## config.mk

```make
export PLATFORM = sky130hd
export DESIGN_NAME = wdrt_top
export DESIGN_NICKNAME = d
export VERILOG_FILES = /design/src/wdrt_pkg.sv /design/src/wdrt_sync_edge.sv /design/src/wdrt_divider.sv /design/src/wdrt_top.sv
export VERILOG_INCLUDE_DIRS = /design/src /design/src/src
export SDC_FILE = /design/constraint.sdc
export NUM_CORES = 1
export LEC_CHECK = 0
export ABC_AREA = 1
export BUFFER_PORTS_ARGS = -buffer_cell sky130_fd_sc_hd__buf_2
export CAP_MARGIN = 10
export CELL_PAD_IN_SITES_DETAIL_PLACEMENT = 0
export CELL_PAD_IN_SITES_GLOBAL_PLACEMENT = 1
export CORE_ASPECT_RATIO = 0.9
export CORE_MARGIN = 8
export CORE_UTILIZATION = 44
export DETAILED_ROUTE_END_ITERATION = 10
export PLACE_DENSITY = 0.89
export SYNTH_ARGS = -nofsm -noshare
export SYNTH_HDL_FRONTEND = slang
export SYNTH_HIERARCHICAL = 1
export SYNTH_SLANG_ARGS = --single-unit
export TNS_END_PERCENT = 20
```

## constraint.sdc

```tcl
create_clock -name pclk -period 3.1 [get_ports pclk]
set_input_delay 0.31 -clock pclk [delete_from_list [all_inputs] [get_ports pclk]]
set_output_delay 0.31 -clock pclk [all_outputs]
set_load 0.05 [all_outputs]
```

## src/wdrt_regs.svh

```systemverilog
// Register offsets, field positions, reset values and divider limits of the watchdog
`ifndef WDRT_REGS_SVH
`define WDRT_REGS_SVH

`define WDRT_ADDR_W 12
`define WDRT_OFF_CLK 12'h000
`define WDRT_OFF_CTL 12'h004
`define WDRT_OFF_KEY 12'h008
`define WDRT_OFF_STAT 12'h00C

`define WDRT_CLK_SRC_LSB 0
`define WDRT_CLK_DIV_LSB 4
`define WDRT_CLK_DEBUG_RUN_BIT 8
`define WDRT_CTL_RUN_LSB 0
`define WDRT_CTL_CLR_BIT 4
`define WDRT_STAT_RUN_BIT 16
`define WDRT_STAT_REQ_BIT 17
`define WDRT_STAT_UNLK_BIT 18

`define WDRT_KEY_UNLOCK 16'h0096
`define WDRT_KEY_RESET 16'h0000
`define WDRT_RUN_STOP 4'hA
`define WDRT_RUN_GOING 4'h0
`define WDRT_COUNT_MAX 10'h3FF

`define WDRT_SRC_IOSC 2'h0
`define WDRT_SRC_LOSC 2'h1
`define WDRT_SRC_HOSC 2'h2
`define WDRT_SRC_EXT 2'h3
`define WDRT_LIM_8K 16'h1FFF
`define WDRT_LIM_16K 16'h3FFF
`define WDRT_LIM_32K 16'h7FFF
`define WDRT_LIM_64K 16'hFFFF
`define WDRT_LIM_LOSC 16'h007F
`define WDRT_LIM_EXT 16'h0000

`endif

```

## src/wdrt_pkg.sv

```systemverilog
// Types shared by the watchdog modules
package wdrt_pkg;

    typedef enum logic [1:0] {
        WDRT_BUS_IDLE = 2'b01,
        WDRT_BUS_ANSWER = 2'b10
    } wdrt_bus_st_t;

    typedef struct packed {
        logic psel;
        logic penable;
        logic pwrite;
        logic [11:0] paddr;
        logic [31:0] pwdata;
    } wdrt_apb_req_t;

    typedef struct packed {
        wdrt_bus_st_t bus_st;
        logic pready;
        logic pslverr;
        logic [31:0] prdata;
        logic debug_run;
        logic [1:0] clk_div;
        logic [1:0] clk_src;
        logic running;
        logic [15:0] key;
        logic [9:0] count;
        logic reset_req;
    } wdrt_state_t;

    typedef struct packed {
        logic [15:0] cnt;
        logic tick;
    } wdrt_div_state_t;

endpackage : wdrt_pkg

```

## src/wdrt_sync_edge.sv

```systemverilog
// Two-flop synchronisers with rising edge detection for the clock source inputs
`timescale 1ns/100ps
`default_nettype none
module wdrt_sync_edge #(
    parameter int WIDTH = 4
) (
    input wire logic pclk,
    input wire logic presetn,
    input wire logic [WIDTH-1:0] async_in,
    output logic [WIDTH-1:0] rise
);
    import wdrt_pkg::*;

    typedef struct packed {
        logic [WIDTH-1:0] s1;
        logic [WIDTH-1:0] s2;
        logic [WIDTH-1:0] s3;
        logic [WIDTH-1:0] rise;
    } wdrt_sync_state_t;

    wdrt_sync_state_t st_q;
    wdrt_sync_state_t st_d;

    // Edge taken between second and third stage only
    always_comb begin
        st_d = st_q;
        st_d.s1 = async_in;
        st_d.s2 = st_q.s1;
        st_d.s3 = st_q.s2;
        st_d.rise = st_q.s2 & ~st_q.s3;
    end

    always_ff @(posedge pclk or negedge presetn) begin
        if (!presetn) begin
            st_q <= '0;
        end else begin
            st_q <= st_d;
        end
    end

    assign rise = st_q.rise;

endmodule : wdrt_sync_edge
`default_nettype wire

```

## src/wdrt_divider.sv

```systemverilog
// Selectable prescaler producing the watchdog counter clock tick
`timescale 1ns/100ps
`default_nettype none
`include "wdrt_regs.svh"
module wdrt_divider (
    input wire logic pclk,
    input wire logic presetn,
    input wire logic src_tick,
    input wire logic hold,
    input wire logic clear,
    input wire logic [1:0] clk_src,
    input wire logic [1:0] clk_div,
    output logic tick
);
    import wdrt_pkg::*;

    wdrt_div_state_t st_q;
    wdrt_div_state_t st_d;
    logic [15:0] limit;

    // Terminal count for source and ratio
    function automatic logic [15:0] div_limit(input logic [1:0] src, input logic [1:0] div);
        logic [15:0] lim;
        lim = `WDRT_LIM_EXT;
        if (src == `WDRT_SRC_LOSC) begin
            lim = `WDRT_LIM_LOSC;
        end else if (src == `WDRT_SRC_EXT) begin
            lim = `WDRT_LIM_EXT;
        end else if (div == 2'h0) begin
            lim = `WDRT_LIM_8K;
        end else if (div == 2'h1) begin
            lim = `WDRT_LIM_16K;
        end else if (div == 2'h2) begin
            lim = `WDRT_LIM_32K;
        end else begin
            lim = `WDRT_LIM_64K;
        end
        return lim;
    endfunction : div_limit

    assign limit = div_limit(clk_src, clk_div);

    // divide the selected source; >= copes with a lowered ratio
    always_comb begin
        st_d = st_q;
        st_d.tick = 1'b0;
        if (clear) begin
            st_d.cnt = 16'h0000;
        end else if (src_tick && !hold) begin
            if (st_q.cnt >= limit) begin
                st_d.cnt = 16'h0000;
                st_d.tick = 1'b1;
            end else begin
                st_d.cnt = st_q.cnt + 16'h0001;
            end
        end
    end

    always_ff @(posedge pclk or negedge presetn) begin
        if (!presetn) begin
            st_q <= '0;
        end else begin
            st_q <= st_d;
        end
    end

    assign tick = st_q.tick;
endmodule : wdrt_divider
`default_nettype wire

```

## src/wdrt_top.sv

```systemverilog
// Watchdog reset timer: APB registers, protection key, 10-bit counter and reset request
//
// How it works
// - A 10-bit up counter counts divided counter clock ticks while running.
// - Counter overflow raises the system reset request.
// - Overflow comes 1,024 counter ticks after a clear or reset.
// - Counter clock is the selected source divided by the selected ratio.
// - Debug mode without debug run freezes the counter clock and counting.
// - Debug mode with debug run keeps the counter clock and counting.
// - Writing 1 to the clear bit resets the counter to zero.
// - Run field value 0xa stops the watchdog, any other value starts it.
// - Run field resets stopped, reads 0xa stopped and 0x0 running.
// - Clear bit always reads back as zero.
// - Ratios 1/8,192 to 1/65,536, 1/128 slow source, 1/1 external.
//
// The implementer's own choices: the register addresses and register access over APB.
`timescale 1ns/100ps
`default_nettype none
`include "wdrt_regs.svh"
module wdrt_top (
    input wire logic pclk,
    input wire logic presetn,
    input wire wdrt_pkg::wdrt_apb_req_t apb_req,
    output logic [31:0] prdata,
    output logic pready,
    output logic pslverr,
    input wire logic [3:0] osc_clk_in,
    input wire logic cpu_debug,
    output logic sys_reset_req
);
    import wdrt_pkg::*;

    localparam int HIT_CLK = 0;
    localparam int HIT_CTL = 1;
    localparam int HIT_KEY = 2;
    localparam int HIT_STAT = 3;

    wdrt_state_t st_q;
    wdrt_state_t st_d;
    logic [3:0] src_edge;
    logic src_tick;
    logic div_tick;
    logic clk_hold;
    logic unlocked;
    logic [3:0] hit;
    logic commit;
    logic wr_commit;
    logic rd_arm;
    logic counter_clear;
    logic count_step;
    logic overflow;

    ////////////////////////////////////////////////////////////////////////////////
    // Address decode

    function automatic logic [3:0] reg_hit(input logic [11:0] addr);
        logic [3:0] h;
        h = 4'h0;
        if (addr == `WDRT_OFF_CLK) begin
            h = 4'h1;
        end else if (addr == `WDRT_OFF_CTL) begin
            h = 4'h2;
        end else if (addr == `WDRT_OFF_KEY) begin
            h = 4'h4;
        end else if (addr == `WDRT_OFF_STAT) begin
            h = 4'h8;
        end
        return h;
    endfunction : reg_hit

    assign hit = reg_hit(apb_req.paddr);
    // Writes land only on the edge where pready is seen high, reads sample on the edge before
    assign commit = apb_req.psel && apb_req.penable && st_q.pready;
    assign wr_commit = commit && apb_req.pwrite;
    assign rd_arm = apb_req.psel && apb_req.penable && !st_q.pready && !apb_req.pwrite;

    // unlocked only while the key holds the unlock value
    assign unlocked = (st_q.key == `WDRT_KEY_UNLOCK);

    ////////////////////////////////////////////////////////////////////////////////
    // Counter clock path

    wdrt_sync_edge #(
        .WIDTH(4)
    ) u_sync (
        .pclk(pclk),
        .presetn(presetn),
        .async_in(osc_clk_in),
        .rise(src_edge)
    );

    // pick the source chosen by the select field
    assign src_tick = src_edge[st_q.clk_src];

    // clock gated in debug unless debug run is set
    // debug run keeps the clock flowing
    assign clk_hold = !st_q.running || (cpu_debug && !st_q.debug_run);

    // clear only when unlocked and bit written as 1
    assign counter_clear = wr_commit && hit[HIT_CTL] && unlocked && apb_req.pwdata[`WDRT_CTL_CLR_BIT];

    wdrt_divider u_div (
        .pclk(pclk),
        .presetn(presetn),
        .src_tick(src_tick),
        .hold(clk_hold),
        .clear(counter_clear),
        .clk_src(st_q.clk_src),
        .clk_div(st_q.clk_div),
        .tick(div_tick)
    );

    assign count_step = div_tick && !clk_hold;
    // full period ends on the tick at 0x3FF
    assign overflow = count_step && (st_q.count == `WDRT_COUNT_MAX);

    ////////////////////////////////////////////////////////////////////////////////
    // Next state

    always_comb begin
        logic [31:0] rdata;
        rdata = 32'h0000_0000;
        st_d = st_q;

        if (hit[HIT_CLK]) begin
            rdata[`WDRT_CLK_DEBUG_RUN_BIT] = st_q.debug_run;
            rdata[`WDRT_CLK_DIV_LSB +: 2] = st_q.clk_div;
            rdata[`WDRT_CLK_SRC_LSB +: 2] = st_q.clk_src;
        end else if (hit[HIT_CTL]) begin
            // run field reads idle or running code
            rdata[`WDRT_CTL_RUN_LSB +: 4] = st_q.running ? `WDRT_RUN_GOING : `WDRT_RUN_STOP;
        end else if (hit[HIT_KEY]) begin
            rdata[15:0] = st_q.key;
        end else if (hit[HIT_STAT]) begin
            rdata[9:0] = st_q.count;
            rdata[`WDRT_STAT_RUN_BIT] = st_q.running;
            rdata[`WDRT_STAT_REQ_BIT] = st_q.reset_req;
            rdata[`WDRT_STAT_UNLK_BIT] = unlocked;
        end

        case (st_q.bus_st)
            WDRT_BUS_IDLE: begin
                st_d.pready = 1'b0;
                st_d.pslverr = 1'b0;
                if (apb_req.psel && apb_req.penable) begin
                    st_d.bus_st = WDRT_BUS_ANSWER;
                    st_d.pready = 1'b1;
                    st_d.pslverr = (hit == 4'h0);
                    st_d.prdata = apb_req.pwrite ? 32'h0000_0000 : rdata;
                end
            end
            WDRT_BUS_ANSWER: begin
                st_d.bus_st = WDRT_BUS_IDLE;
                st_d.pready = 1'b0;
                st_d.pslverr = 1'b0;
                st_d.prdata = 32'h0000_0000;
            end
            default: begin
                st_d.bus_st = WDRT_BUS_IDLE;
                st_d.pready = 1'b0;
                st_d.pslverr = 1'b0;
            end
        endcase

        // protected clock bits need the key
        if (wr_commit && hit[HIT_CLK] && unlocked) begin
            st_d.debug_run = apb_req.pwdata[`WDRT_CLK_DEBUG_RUN_BIT];
            st_d.clk_div = apb_req.pwdata[`WDRT_CLK_DIV_LSB +: 2];
            st_d.clk_src = apb_req.pwdata[`WDRT_CLK_SRC_LSB +: 2];
        end

        // stop code halts, anything else runs
        if (wr_commit && hit[HIT_CTL] && unlocked) begin
            st_d.running = (apb_req.pwdata[`WDRT_CTL_RUN_LSB +: 4] != `WDRT_RUN_STOP);
        end

        if (wr_commit && hit[HIT_KEY]) begin
            st_d.key = apb_req.pwdata[15:0];
        end

        // clear beats a tick in the same cycle
        // step on each counter clock tick, wrapping at overflow
        if (counter_clear) begin
            st_d.count = 10'h000;
        end else if (count_step) begin
            st_d.count = st_q.count + 10'h001;
        end

        // overflow sets the request, set wins over clear
        if (counter_clear) begin
            st_d.reset_req = 1'b0;
        end
        if (overflow) begin
            st_d.reset_req = 1'b1;
        end
    end

    ////////////////////////////////////////////////////////////////////////////////
    // State register

    always_ff @(posedge pclk or negedge presetn) begin
        if (!presetn) begin
            st_q.bus_st <= WDRT_BUS_IDLE;
            st_q.pready <= 1'b0;
            st_q.pslverr <= 1'b0;
            st_q.prdata <= 32'h0000_0000;
            st_q.debug_run <= 1'b0;
            st_q.clk_div <= 2'h0;
            st_q.clk_src <= 2'h0;
            st_q.running <= 1'b0;
            st_q.key <= `WDRT_KEY_RESET;
            st_q.count <= 10'h000;
            st_q.reset_req <= 1'b0;
        end else begin
            st_q <= st_d;
        end
    end

    assign prdata = st_q.prdata;
    assign pready = st_q.pready;
    assign pslverr = st_q.pslverr;
    assign sys_reset_req = st_q.reset_req;
endmodule : wdrt_top
`default_nettype wire

```

## Word level (Yosys, flattened, before mapping)

Cells that the tools add are included.
W data, S select, Z words.

| cells by class | value |
|---|---|
| add/subtract/negate cells | 2 |
| order comparisons | 2 |
| equal/unequal tests | 13 |
| mux-type cells | 38 |
| bitwise operators | 2 |
| reductions and logical operators | 25 |

Operators by type and width:

| kind | number |
|---|---|
| $mux W16 | 7 |
| $pmux W32 S2 | 1 |
| $mux W10 | 5 |
| $mux W36 | 1 |
| $mux W4 | 7 |
| $eq A12 B4 Y1 const B | 2 |
| $mux W19 | 1 |
| $mux W17 | 1 |
| $add A16 B1 Y16 const B | 1 |
| $eq A16 B8 Y1 const B | 1 |
| $ge A16 B16 Y1 | 1 |
| $mux W15 | 1 |
| $logic_and A1 B1 Y1 | 13 |
| $eq A12 B3 Y1 const B | 1 |
| $logic_not A12 Y1 | 1 |
| $add A10 B1 Y10 const B | 1 |
| $eq A10 B10 Y1 const B | 1 |
| $mux W2 | 4 |
| $reduce_bool A2 Y1 | 4 |
| $eq A2 B1 Y1 const B | 3 |
| $eq A2 B2 Y1 const B | 3 |
| $mux W1 | 6 |
| $mux W3 | 2 |
| $mux W6 | 1 |
| 11 further kinds | 13 |

| word-level totals | value |
|---|---|
| register bits | 102 |
| input bits | 54 |
| output and inout bits | 35 |
| word-level logic and storage cells | 99 |

## Longest topological paths before layout

Gate-level depths: netlist (run 1).

| depth | value |
|---|---|
| depth after elaboration | 12 |
| depth in mapped cells | 14 |
| gate-level depth less buffers | 13 |

## By module

The synthesis (run 1) kept the hierarchy.

Modules (own cells, without submodules):

| module | instances | cells an instance | area each (µm²) | sequential area each (µm²) |
|---|---|---|---|---|
| wdrt_top | 1 | 380 | 2984.1 | 1402.6 |
| wdrt_divider | 1 | 225 | 1475.2 | 425.4 |
| wdrt_sync_edge | 1 | 28 | 470.5 | 400.4 |

## Worst setup path before layout (run 1)

No wires, ideal clock.

| timing path | value |
|---|---|
| kind | reg-to-reg |
| start point | reg, netlist name st_q[28] |
| end point | reg u_div/st_q[10] (netlist name) |
| library setup time | 0.066 ns |
| arrival time | 1.984 ns |
| required time | 3.034 ns |
| path slack | 1.051 ns |
| stages on the path, launching flop included | 13 |
| path buffers | 1 |
| clock period less this slack | 2.049 ns |
| cells stage by stage | dfrtp_1 > inv_1 > or2_2 > nand4_1 > ha_1 > nand2_1 > inv_1 > nand3_1 > inv_1 > a21oi_2 > buf_4 > nand3_1 > nand2_1 |

| on the way | value |
|---|---|
| word-level cells in the longest chain between the ends | 7 |
| elaborated cells on any way between the ends | 12 |
| classes of those cells | 1 x order compare; 2 x eq/ne; 7 x mux; 2 x reduce/logical |

Ends and longest elaborated chain:

| what | line | source |
|---|---|---|
| $eq A2 B2 Y1 (no source line) | - |  |
| $mux W16 | wdrt_divider.sv:27 | `` end else if (src == `WDRT_SRC_EXT) begin `` |
| $mux W16 | wdrt_divider.sv:25 | `` if (src == `WDRT_SRC_LOSC) begin `` |
| $ge A16 B16 Y1 | wdrt_divider.sv:50 | `if (st_q.cnt >= limit) begin` |
| $mux W16 | wdrt_divider.sv:50 |  |
| $mux W17 | wdrt_divider.sv:49 | `end else if (src_tick && !hold) begin` |
| $mux W16 | wdrt_divider.sv:47 | `if (clear) begin` |
| end signal, assigned | wdrt_divider.sv:63 | `st_q <= st_d;` |
| end, declared | wdrt_divider.sv:17 | `wdrt_div_state_t st_q;` |

Parallel ways exist; a longest one is shown, timed or not. The select of a mux whose other input is x is not followed.
A chain may end at the register's enable or synchronous reset.

## Final worst setup path (run 1)

| timing path | value |
|---|---|
| start point | reg, netlist name st_q[28] |
| end point | reg u_div/st_q[13] (netlist name) |

| on the way | value |
|---|---|
| word-level cells in the longest chain between the ends | 7 |
| elaborated cells on any way between the ends | 12 |
| classes of those cells | 1 x order compare; 2 x eq/ne; 7 x mux; 2 x reduce/logical |

Ends and longest elaborated chain:

| what | line |
|---|---|
| $eq A2 B2 Y1 (no source line) | - |
| $mux W16 | wdrt_divider.sv:27 |
| $mux W16 | wdrt_divider.sv:25 |
| $ge A16 B16 Y1 | wdrt_divider.sv:50 |
| $mux W16 | wdrt_divider.sv:50 |
| $mux W17 | wdrt_divider.sv:49 |
| $mux W16 | wdrt_divider.sv:47 |

Parallel ways exist; a longest one is shown, timed or not. The select of a mux whose other input is x is not followed.

==> results.sh, run 1 <==
export IMPL_status="completed"
export IMPL_die_h_um=116.4
export IMPL_min_period_over_period_pct=76.13
export IMPL_cp_required_ns=3.33
export IMPL_first_pass_iters=4
export IMPL_endpoint_kind="register"
export IMPL_holdBufCountCts=0
export IMPL_critPathArrivalTime_ns=2.59
export IMPL_hold_viol_final=0
export IMPL_syn2layout_area_growth_pct=10.96
export IMPL_ios=89
export IMPL_numCtsBuffers=9
export IMPL_placed_cells=816
export IMPL_wirelength_um=11450
export IMPL_cts_resized=0
export IMPL_insertion_delay_ns=0.34
export IMPL_synthAdderAreaFrac_pct=3.299
export IMPL_tightestPinTransition_ns=0.8758
export IMPL_root_buffer="clkbuf_16"
export IMPL_grt_pass1_vias=4049
export IMPL_drive_above_1_share_pct=17.06
export IMPL_r2r_end="u_div/st_q[13]$_DFFE_PN0P_"
export IMPL_gp_congestion=0.8681
export IMPL_vias=4050
export IMPL_postCtsSetupRepairBufs=0
export IMPL_synth_most_common_cell="nand2_1"
export IMPL_fin_area_um2=5470
export IMPL_nFillCells=1087
export IMPL_synth_simple_area_share_pct=30.43
export IMPL_worst_slack_ns=0.7400
export IMPL_cp_max_fo=17
export IMPL_grtUsageTotal_pct=16.36
export IMPL_synth_compound_area_share_pct=7.157
export IMPL_numClockSinks=89
export IMPL_maxCapViolCount=0
export IMPL_synth_edf_count=0
export IMPL_powerDensity_nw_per_um2=444.7
export IMPL_yosys_warnings=6
export IMPL_finalSetupViolCount=0
export IMPL_avgSynthCellArea_um2=7.788
export IMPL_place_ws_ns=0.7745
export IMPL_port_buffers=59
export IMPL_vias_per_cell=4.868
export IMPL_setup_worst_path_start="st_q[28]$_DFFE_PN0P_"
export IMPL_synthMuxAreaShare_pct=0
export IMPL_crit_type="register to register"
export IMPL_htreeDepth=3
export IMPL_fin_tns_setup_ns=0
export IMPL_period_minus_slack_ns=2.360
export IMPL_critPathLaunchType="register"
export IMPL_chipWidth_um=127.6
export IMPL_wire_per_inst_um=13.76
export IMPL_maxSlewViolCount=0
export IMPL_async_flop_share_pct=100.0
export IMPL_fin_nets=742
export IMPL_ys_types=37
export IMPL_hpwl_um=8499
export IMPL_drt_iter0_drc=302
export IMPL_clk_pin_slew_ns=0.06
export IMPL_leakage_nw=2.937
export IMPL_synth_area_leaders="dfrtp_1 (45%), nand2_1 (13%), nor2_1 (6.6%), buf_4 (5.8%), inv_1 (5.4%)"
export IMPL_reg2regPathDepth=11
export IMPL_grt_pass1_wl_um=19260
export IMPL_ant_nets=0
export IMPL_relSlewSlack_pct=41.62
export IMPL_yosys_top_cells_count="nand2_1 (172), dfrtp_1 (88), nor2_1 (87)"
export IMPL_rsz0062_at_grt="no"
export IMPL_place_area_um2=5162
export IMPL_ys_seq_elements=89
export IMPL_drc=0
export IMPL_syn_area_um2=4930
export IMPL_synth_xor_area_share_pct=1.244
export IMPL_vdd_drop_max_uv=313.3
export IMPL_ff2ff_setup_slack_ns=0.74
export IMPL_synth_top_family_by_area="simple AND/OR/NAND/NOR gates"
export IMPL_hp_class="primary input to asynchronous set/reset pin"
export IMPL_core_area_um2=10860
export IMPL_syn_instance_count=633
export IMPL_reg2reg_from="st_q[28]$_DFFE_PN0P_"
export IMPL_fin_cells=832
export IMPL_synth_top_cell_by_area="dfrtp_1"
export IMPL_die_area_um2=14850
export IMPL_grt_max_degree=51
export IMPL_grt_ovfl_total=0
export IMPL_antenna_found_initial=0
export IMPL_ctsLongestPathBuffers=2
export IMPL_antenna_cells=0
export IMPL_clock_skew_ns=0.006097
export IMPL_synth_seq_area_share_pct=45.20
export IMPL_initial_core_util_pct=45.41
export IMPL_tritoncts="built"
export IMPL_num_rows=36
export IMPL_synth_flop_cell="dfrtp_1"
export IMPL_synth_top_area_share_pct=44.67
export IMPL_fmax_mhz=423.7
## logic make-up after synthesis
logic type,after synthesis
xor+xnor,7
flops,89
buf+inv,120
compound gates,64
fa+ha+maj,13
simple gates,339
other cells,1
## sequential cells by signal, summed over array words and instances, names as in the netlist, 4 cells and up
| name | count |
|---|---|
| u_sync/rise | 4 |
| u_sync/st_q | 4 |
| u_div/st_q | 16 |
| prdata | 19 |
| u_sync/st_d | 8 |
| st_q | 34 |
## power breakdown
| group | internal, W | leakage [nW] | switching (W) |
|---|---|---|---|
| sequential | 0.00118 | 1.10 | 0.00000586 |
| clock | 0.000669 | 0.149 | 0.000452 |
| combinational | 0.0000283 | 1.69 | 0.000101 |
| total | 0.00187 | 2.94 | 0.000559 |
## cell usage in the layout (no fill, tap or decap), types with 9 or more instances in the layout
cell type	Yosys	layout
nor2_2	9	9
buf_2	3	58
dfrtp_1	88	88
nand3_1	36	36
nor2_1	87	87
conb_1	1	13
nand2_1	172	172
o21ai_0	27	27
clkbuf_16	0	9
ha_1	13	13
a21oi_1	23	23
inv_1	71	71
## metrics by stage
stage | utilization (%) | power [W] | hold WS [ns]
after global placement | 47.56 | 0.001331 | 0.3320
after floorplan | - | 0.001287 | 0.01441
final | 50.39 | 0.002432 | 0.008485
after CTS | 50.39 | 0.002461 | 0.02515
after global routing | 50.39 | 0.002509 | 0.05815
after detailed placement | 47.56 | 0.001335 | 0.3347
## how the worst max path moves through the flow
| stage | endpoint | slack (ns) |
|---|---|---|
| floorplan | u_div/st_q[10]$_DFFE_PN0P_ | 1.05 |
| global placement | u_div/st_q[10]$_DFFE_PN0P_ | 0.78 |
| detailed placement | u_div/st_q[11]$_DFFE_PN0P_ | 0.77 |
| CTS | u_div/st_q[12]$_DFFE_PN0P_ | 0.74 |
| global route | u_div/st_q[12]$_DFFE_PN0P_ | 0.53 |
| finish | u_div/st_q[13]$_DFFE_PN0P_ | 0.74 |
## critical path: stages (launching register included)
cell     delay (ns)
dfrtp_1        0.59
inv_1          0.09
or2_2          0.30
nand4_1        0.08
ha_1           0.14
nand2_1        0.06
inv_1          0.06
nand3_1        0.10
nor3_1         0.38
nand2_4        0.25
nand3_1        0.14
nand2_1        0.06
## metal layers
layer | wire [um] | part of all wire (%) | global-route usage (%) | vias up
met3 | 654 | 5.7 | 4.199 | 8
li1 | - | - | - | 2030
met1 | 5353 | 47 | 21.52 | 1907
met5 | 0 | 0 | 0 | -
met4 | 106 | 0.93 | 3.797 | 0
met2 | 5331 | 47 | 26.58 | 105
## layout make-up
class | count | area (um2) | area share [%]
Multi-Input combinational cell | 436 | 2126 | 38.86
Timing Repair Buffer | 64 | 335.3 | 6.130
Inverter | 75 | 282.8 | 5.169
Clock buffer | 12 | 256.5 | 4.689
Clock inverter | 4 | 51.30 | 0.9378
Tap cell | 152 | 190.2 | 3.477
Sequential cell | 89 | 2228 | 40.74
Note: power is estimated with default switching activity, not from simulation.
==> inputs of run 2 (changes only) <==
- CORE_UTILIZATION: 44 -> 37
- PLACE_DENSITY: 0.89 -> 0.8
- clock period: 3.1 -> 1.95 ns (I/O delays scaled with it)
==> run 2 against run 1 <==
Compared with the run above:
- total power up 72%
- critical endpoint is now u_div/st_q[10]$_DFFE_PN0P_
- sequential power increased by 59%
- clock skew rose by 0.0019 ns
- largest power group is now the clock network
==> results.sh, run 2 (synthesis gave the netlist of run 1 again) <==
export IMPL_ios=89
export IMPL_reg2regPathDepth=11
export IMPL_tritoncts="built"
export IMPL_drt_iter0_drc=256
export IMPL_status="completed"
export IMPL_ant_nets=0
export IMPL_grt_ovfl_total=0
export IMPL_grtUsageTotal_pct=14.32
export IMPL_rsz0062_at_grt="yes"
export IMPL_relSlewSlack_pct=51.65
export IMPL_root_buffer="clkbuf_16"
export IMPL_clk_pin_slew_ns=0.06
export IMPL_antenna_found_initial=0
export IMPL_hpwl_um=8919
export IMPL_chipWidth_um=137.7
export IMPL_ctsLongestPathBuffers=2
export IMPL_maxCapViolCount=0
export IMPL_antenna_cells=0
export IMPL_top_regs="st_q x34, prdata x19, u_div/st_q x16"
export IMPL_htreeDepth=3
export IMPL_powerDensity_nw_per_um2=693.2
export IMPL_hold_viol_final=0
export IMPL_top_register="st_q"
export IMPL_critPathLaunchType="register"
export IMPL_die_area_um2=17280
export IMPL_fin_cells=881
export IMPL_min_period_over_period_pct=98.41
export IMPL_maxSlewViolCount=0
export IMPL_cp_required_ns=2.23
export IMPL_first_pass_iters=4
export IMPL_tightestPinTransition_ns=0.7244
export IMPL_numCtsBuffers=9
export IMPL_grt_max_degree=37
export IMPL_grt_pass1_vias=4085
export IMPL_core_area_um2=13160
export IMPL_grt_pass1_wl_um=19700
export IMPL_wire_per_inst_um=13.93
export IMPL_insertion_delay_ns=0.34
export IMPL_nFillCells=1314
export IMPL_crit_type="register to register"
export IMPL_period_minus_slack_ns=1.919
export IMPL_clock_skew_ns=0.007969
export IMPL_finalSetupViolCount=0
export IMPL_syn2layout_area_growth_pct=22.51
export IMPL_gp_congestion=0.8648
export IMPL_drive_above_1_share_pct=23.98
export IMPL_wirelength_um=12270
export IMPL_port_buffers=59
export IMPL_vias=4153
export IMPL_placed_cells=856
export IMPL_largest_register_ffs=34
export IMPL_die_h_um=125.5
export IMPL_final_util_pct=45.88
export IMPL_endpoint_kind="register"
export IMPL_mostFrequentLayoutCells="nand2_1 (171), dfrtp_1 (87), nor2_1 (81)"
export IMPL_layout_commonest_cell="nand2_1"
export IMPL_fmax_mhz=521.1
export IMPL_vias_per_cell=4.714
export IMPL_numClockSinks=89
export IMPL_hold_path_depth=3
export IMPL_num_rows=40
export IMPL_fin_nets=777
export IMPL_initial_core_util_pct=37.45
export IMPL_total_power_w=0.004187
export IMPL_vdd_drop_max_uv=511.2
export IMPL_leakage_nw=3.177
export IMPL_critPathArrivalTime_ns=2.20
export IMPL_drc=0
export IMPL_cp_max_fo=8
export IMPL_hp_class="primary input to register"
## run 2: layout make-up
| cell class | instances | area, um2 | area share [%] |
|---|---|---|---|
| clock buffer | 9 | 225.2 | 3.729 |
| clock inverter | 5 | 128.9 | 2.134 |
| inverter | 75 | 282.8 | 4.682 |
| multi-input combinational | 438 | 2287 | 37.87 |
| sequential | 89 | 2230 | 36.92 |
| tap | 168 | 210.2 | 3.480 |
| timing repair buffer | 97 | 675.6 | 11.19 |
## run 2: report_power, final
part | total [W] | switching [W] | internal [W]
combinational | 0.000229 | 0.000165 | 0.0000633
sequential | 0.00188 | 0.00000891 | 0.00187
clock | 0.00208 | 0.000708 | 0.00137
## run 2: final timing paths
check / startpoint / end / slack [ns]
min: apb_req[8] / st_q[32]$_DFFE_PN0P_ / 0.08
max in group asynchronous: presetn / prdata[12]$_DFFE_PN0P_ / 1.04
max: st_q[29]$_DFFE_PN0P_ / u_div/st_q[10]$_DFFE_PN0P_ / 0.03
min in group asynchronous: presetn / u_sync/st_q[7]$_DFF_PN0_ / 0.28
max reg2reg: st_q[29]$_DFFE_PN0P_ / u_div/st_q[10]$_DFFE_PN0P_ / 0.03
min reg2reg: u_sync/st_d[9]$_DFF_PN0_ / u_sync/st_d[5]$_DFF_PN0_ / 0.35
## run 2: worst max-delay path: stages (launching register included)
cell       delay, ns
dfrtp_1         0.41
or2_4           0.26
nand4_1         0.07
ha_1            0.24
nand2_1         0.09
inv_1           0.05
nand3_2         0.09
inv_2           0.05
a21oi_4         0.23
clkbuf_16       0.22
nand3_1         0.08
nand2_1         0.06
## run 2: layer usage
| metal | up-vias | share of wire (%) | wire, um | track usage [%] |
|---|---|---|---|---|
| met2 | 91 | 46 | 5649 | 21.95 |
| met5 | - | 0 | 0 | 0 |
| li1 | 2103 | - | - | - |
| met4 | 0 | 1.1 | 136 | 4.789 |
| met3 | 8 | 5.0 | 617 | 3.683 |
| met1 | 1951 | 48 | 5869 | 19.10 |
## run 2: what timing repair did
action                                 4_1_cts  5_1_grt
cloned                                       0        4
endpoints found under the hold margin       21        0
pin swaps                                    0        8
hold buffers                                 5        0
setup endpoints to repair                   17       17
gates resized for setup                      4       31
setup buffers                                0        2
## run 2: per-stage QoR
step	cell area, um2	hold WS, ns	setup TNS, ns	worst slack [ns]
after floorplan	4980	-0.1006	0	0.004806
after global placement	5401	0.1050	-1.048	-0.06978
after detailed placement	5401	0.1125	-1.744	-0.1374
after CTS	5818	0.06712	0	0.01423
after global routing	6040	0.08955	-1.053	-0.08019
final	6040	0.08419	0	0.03095
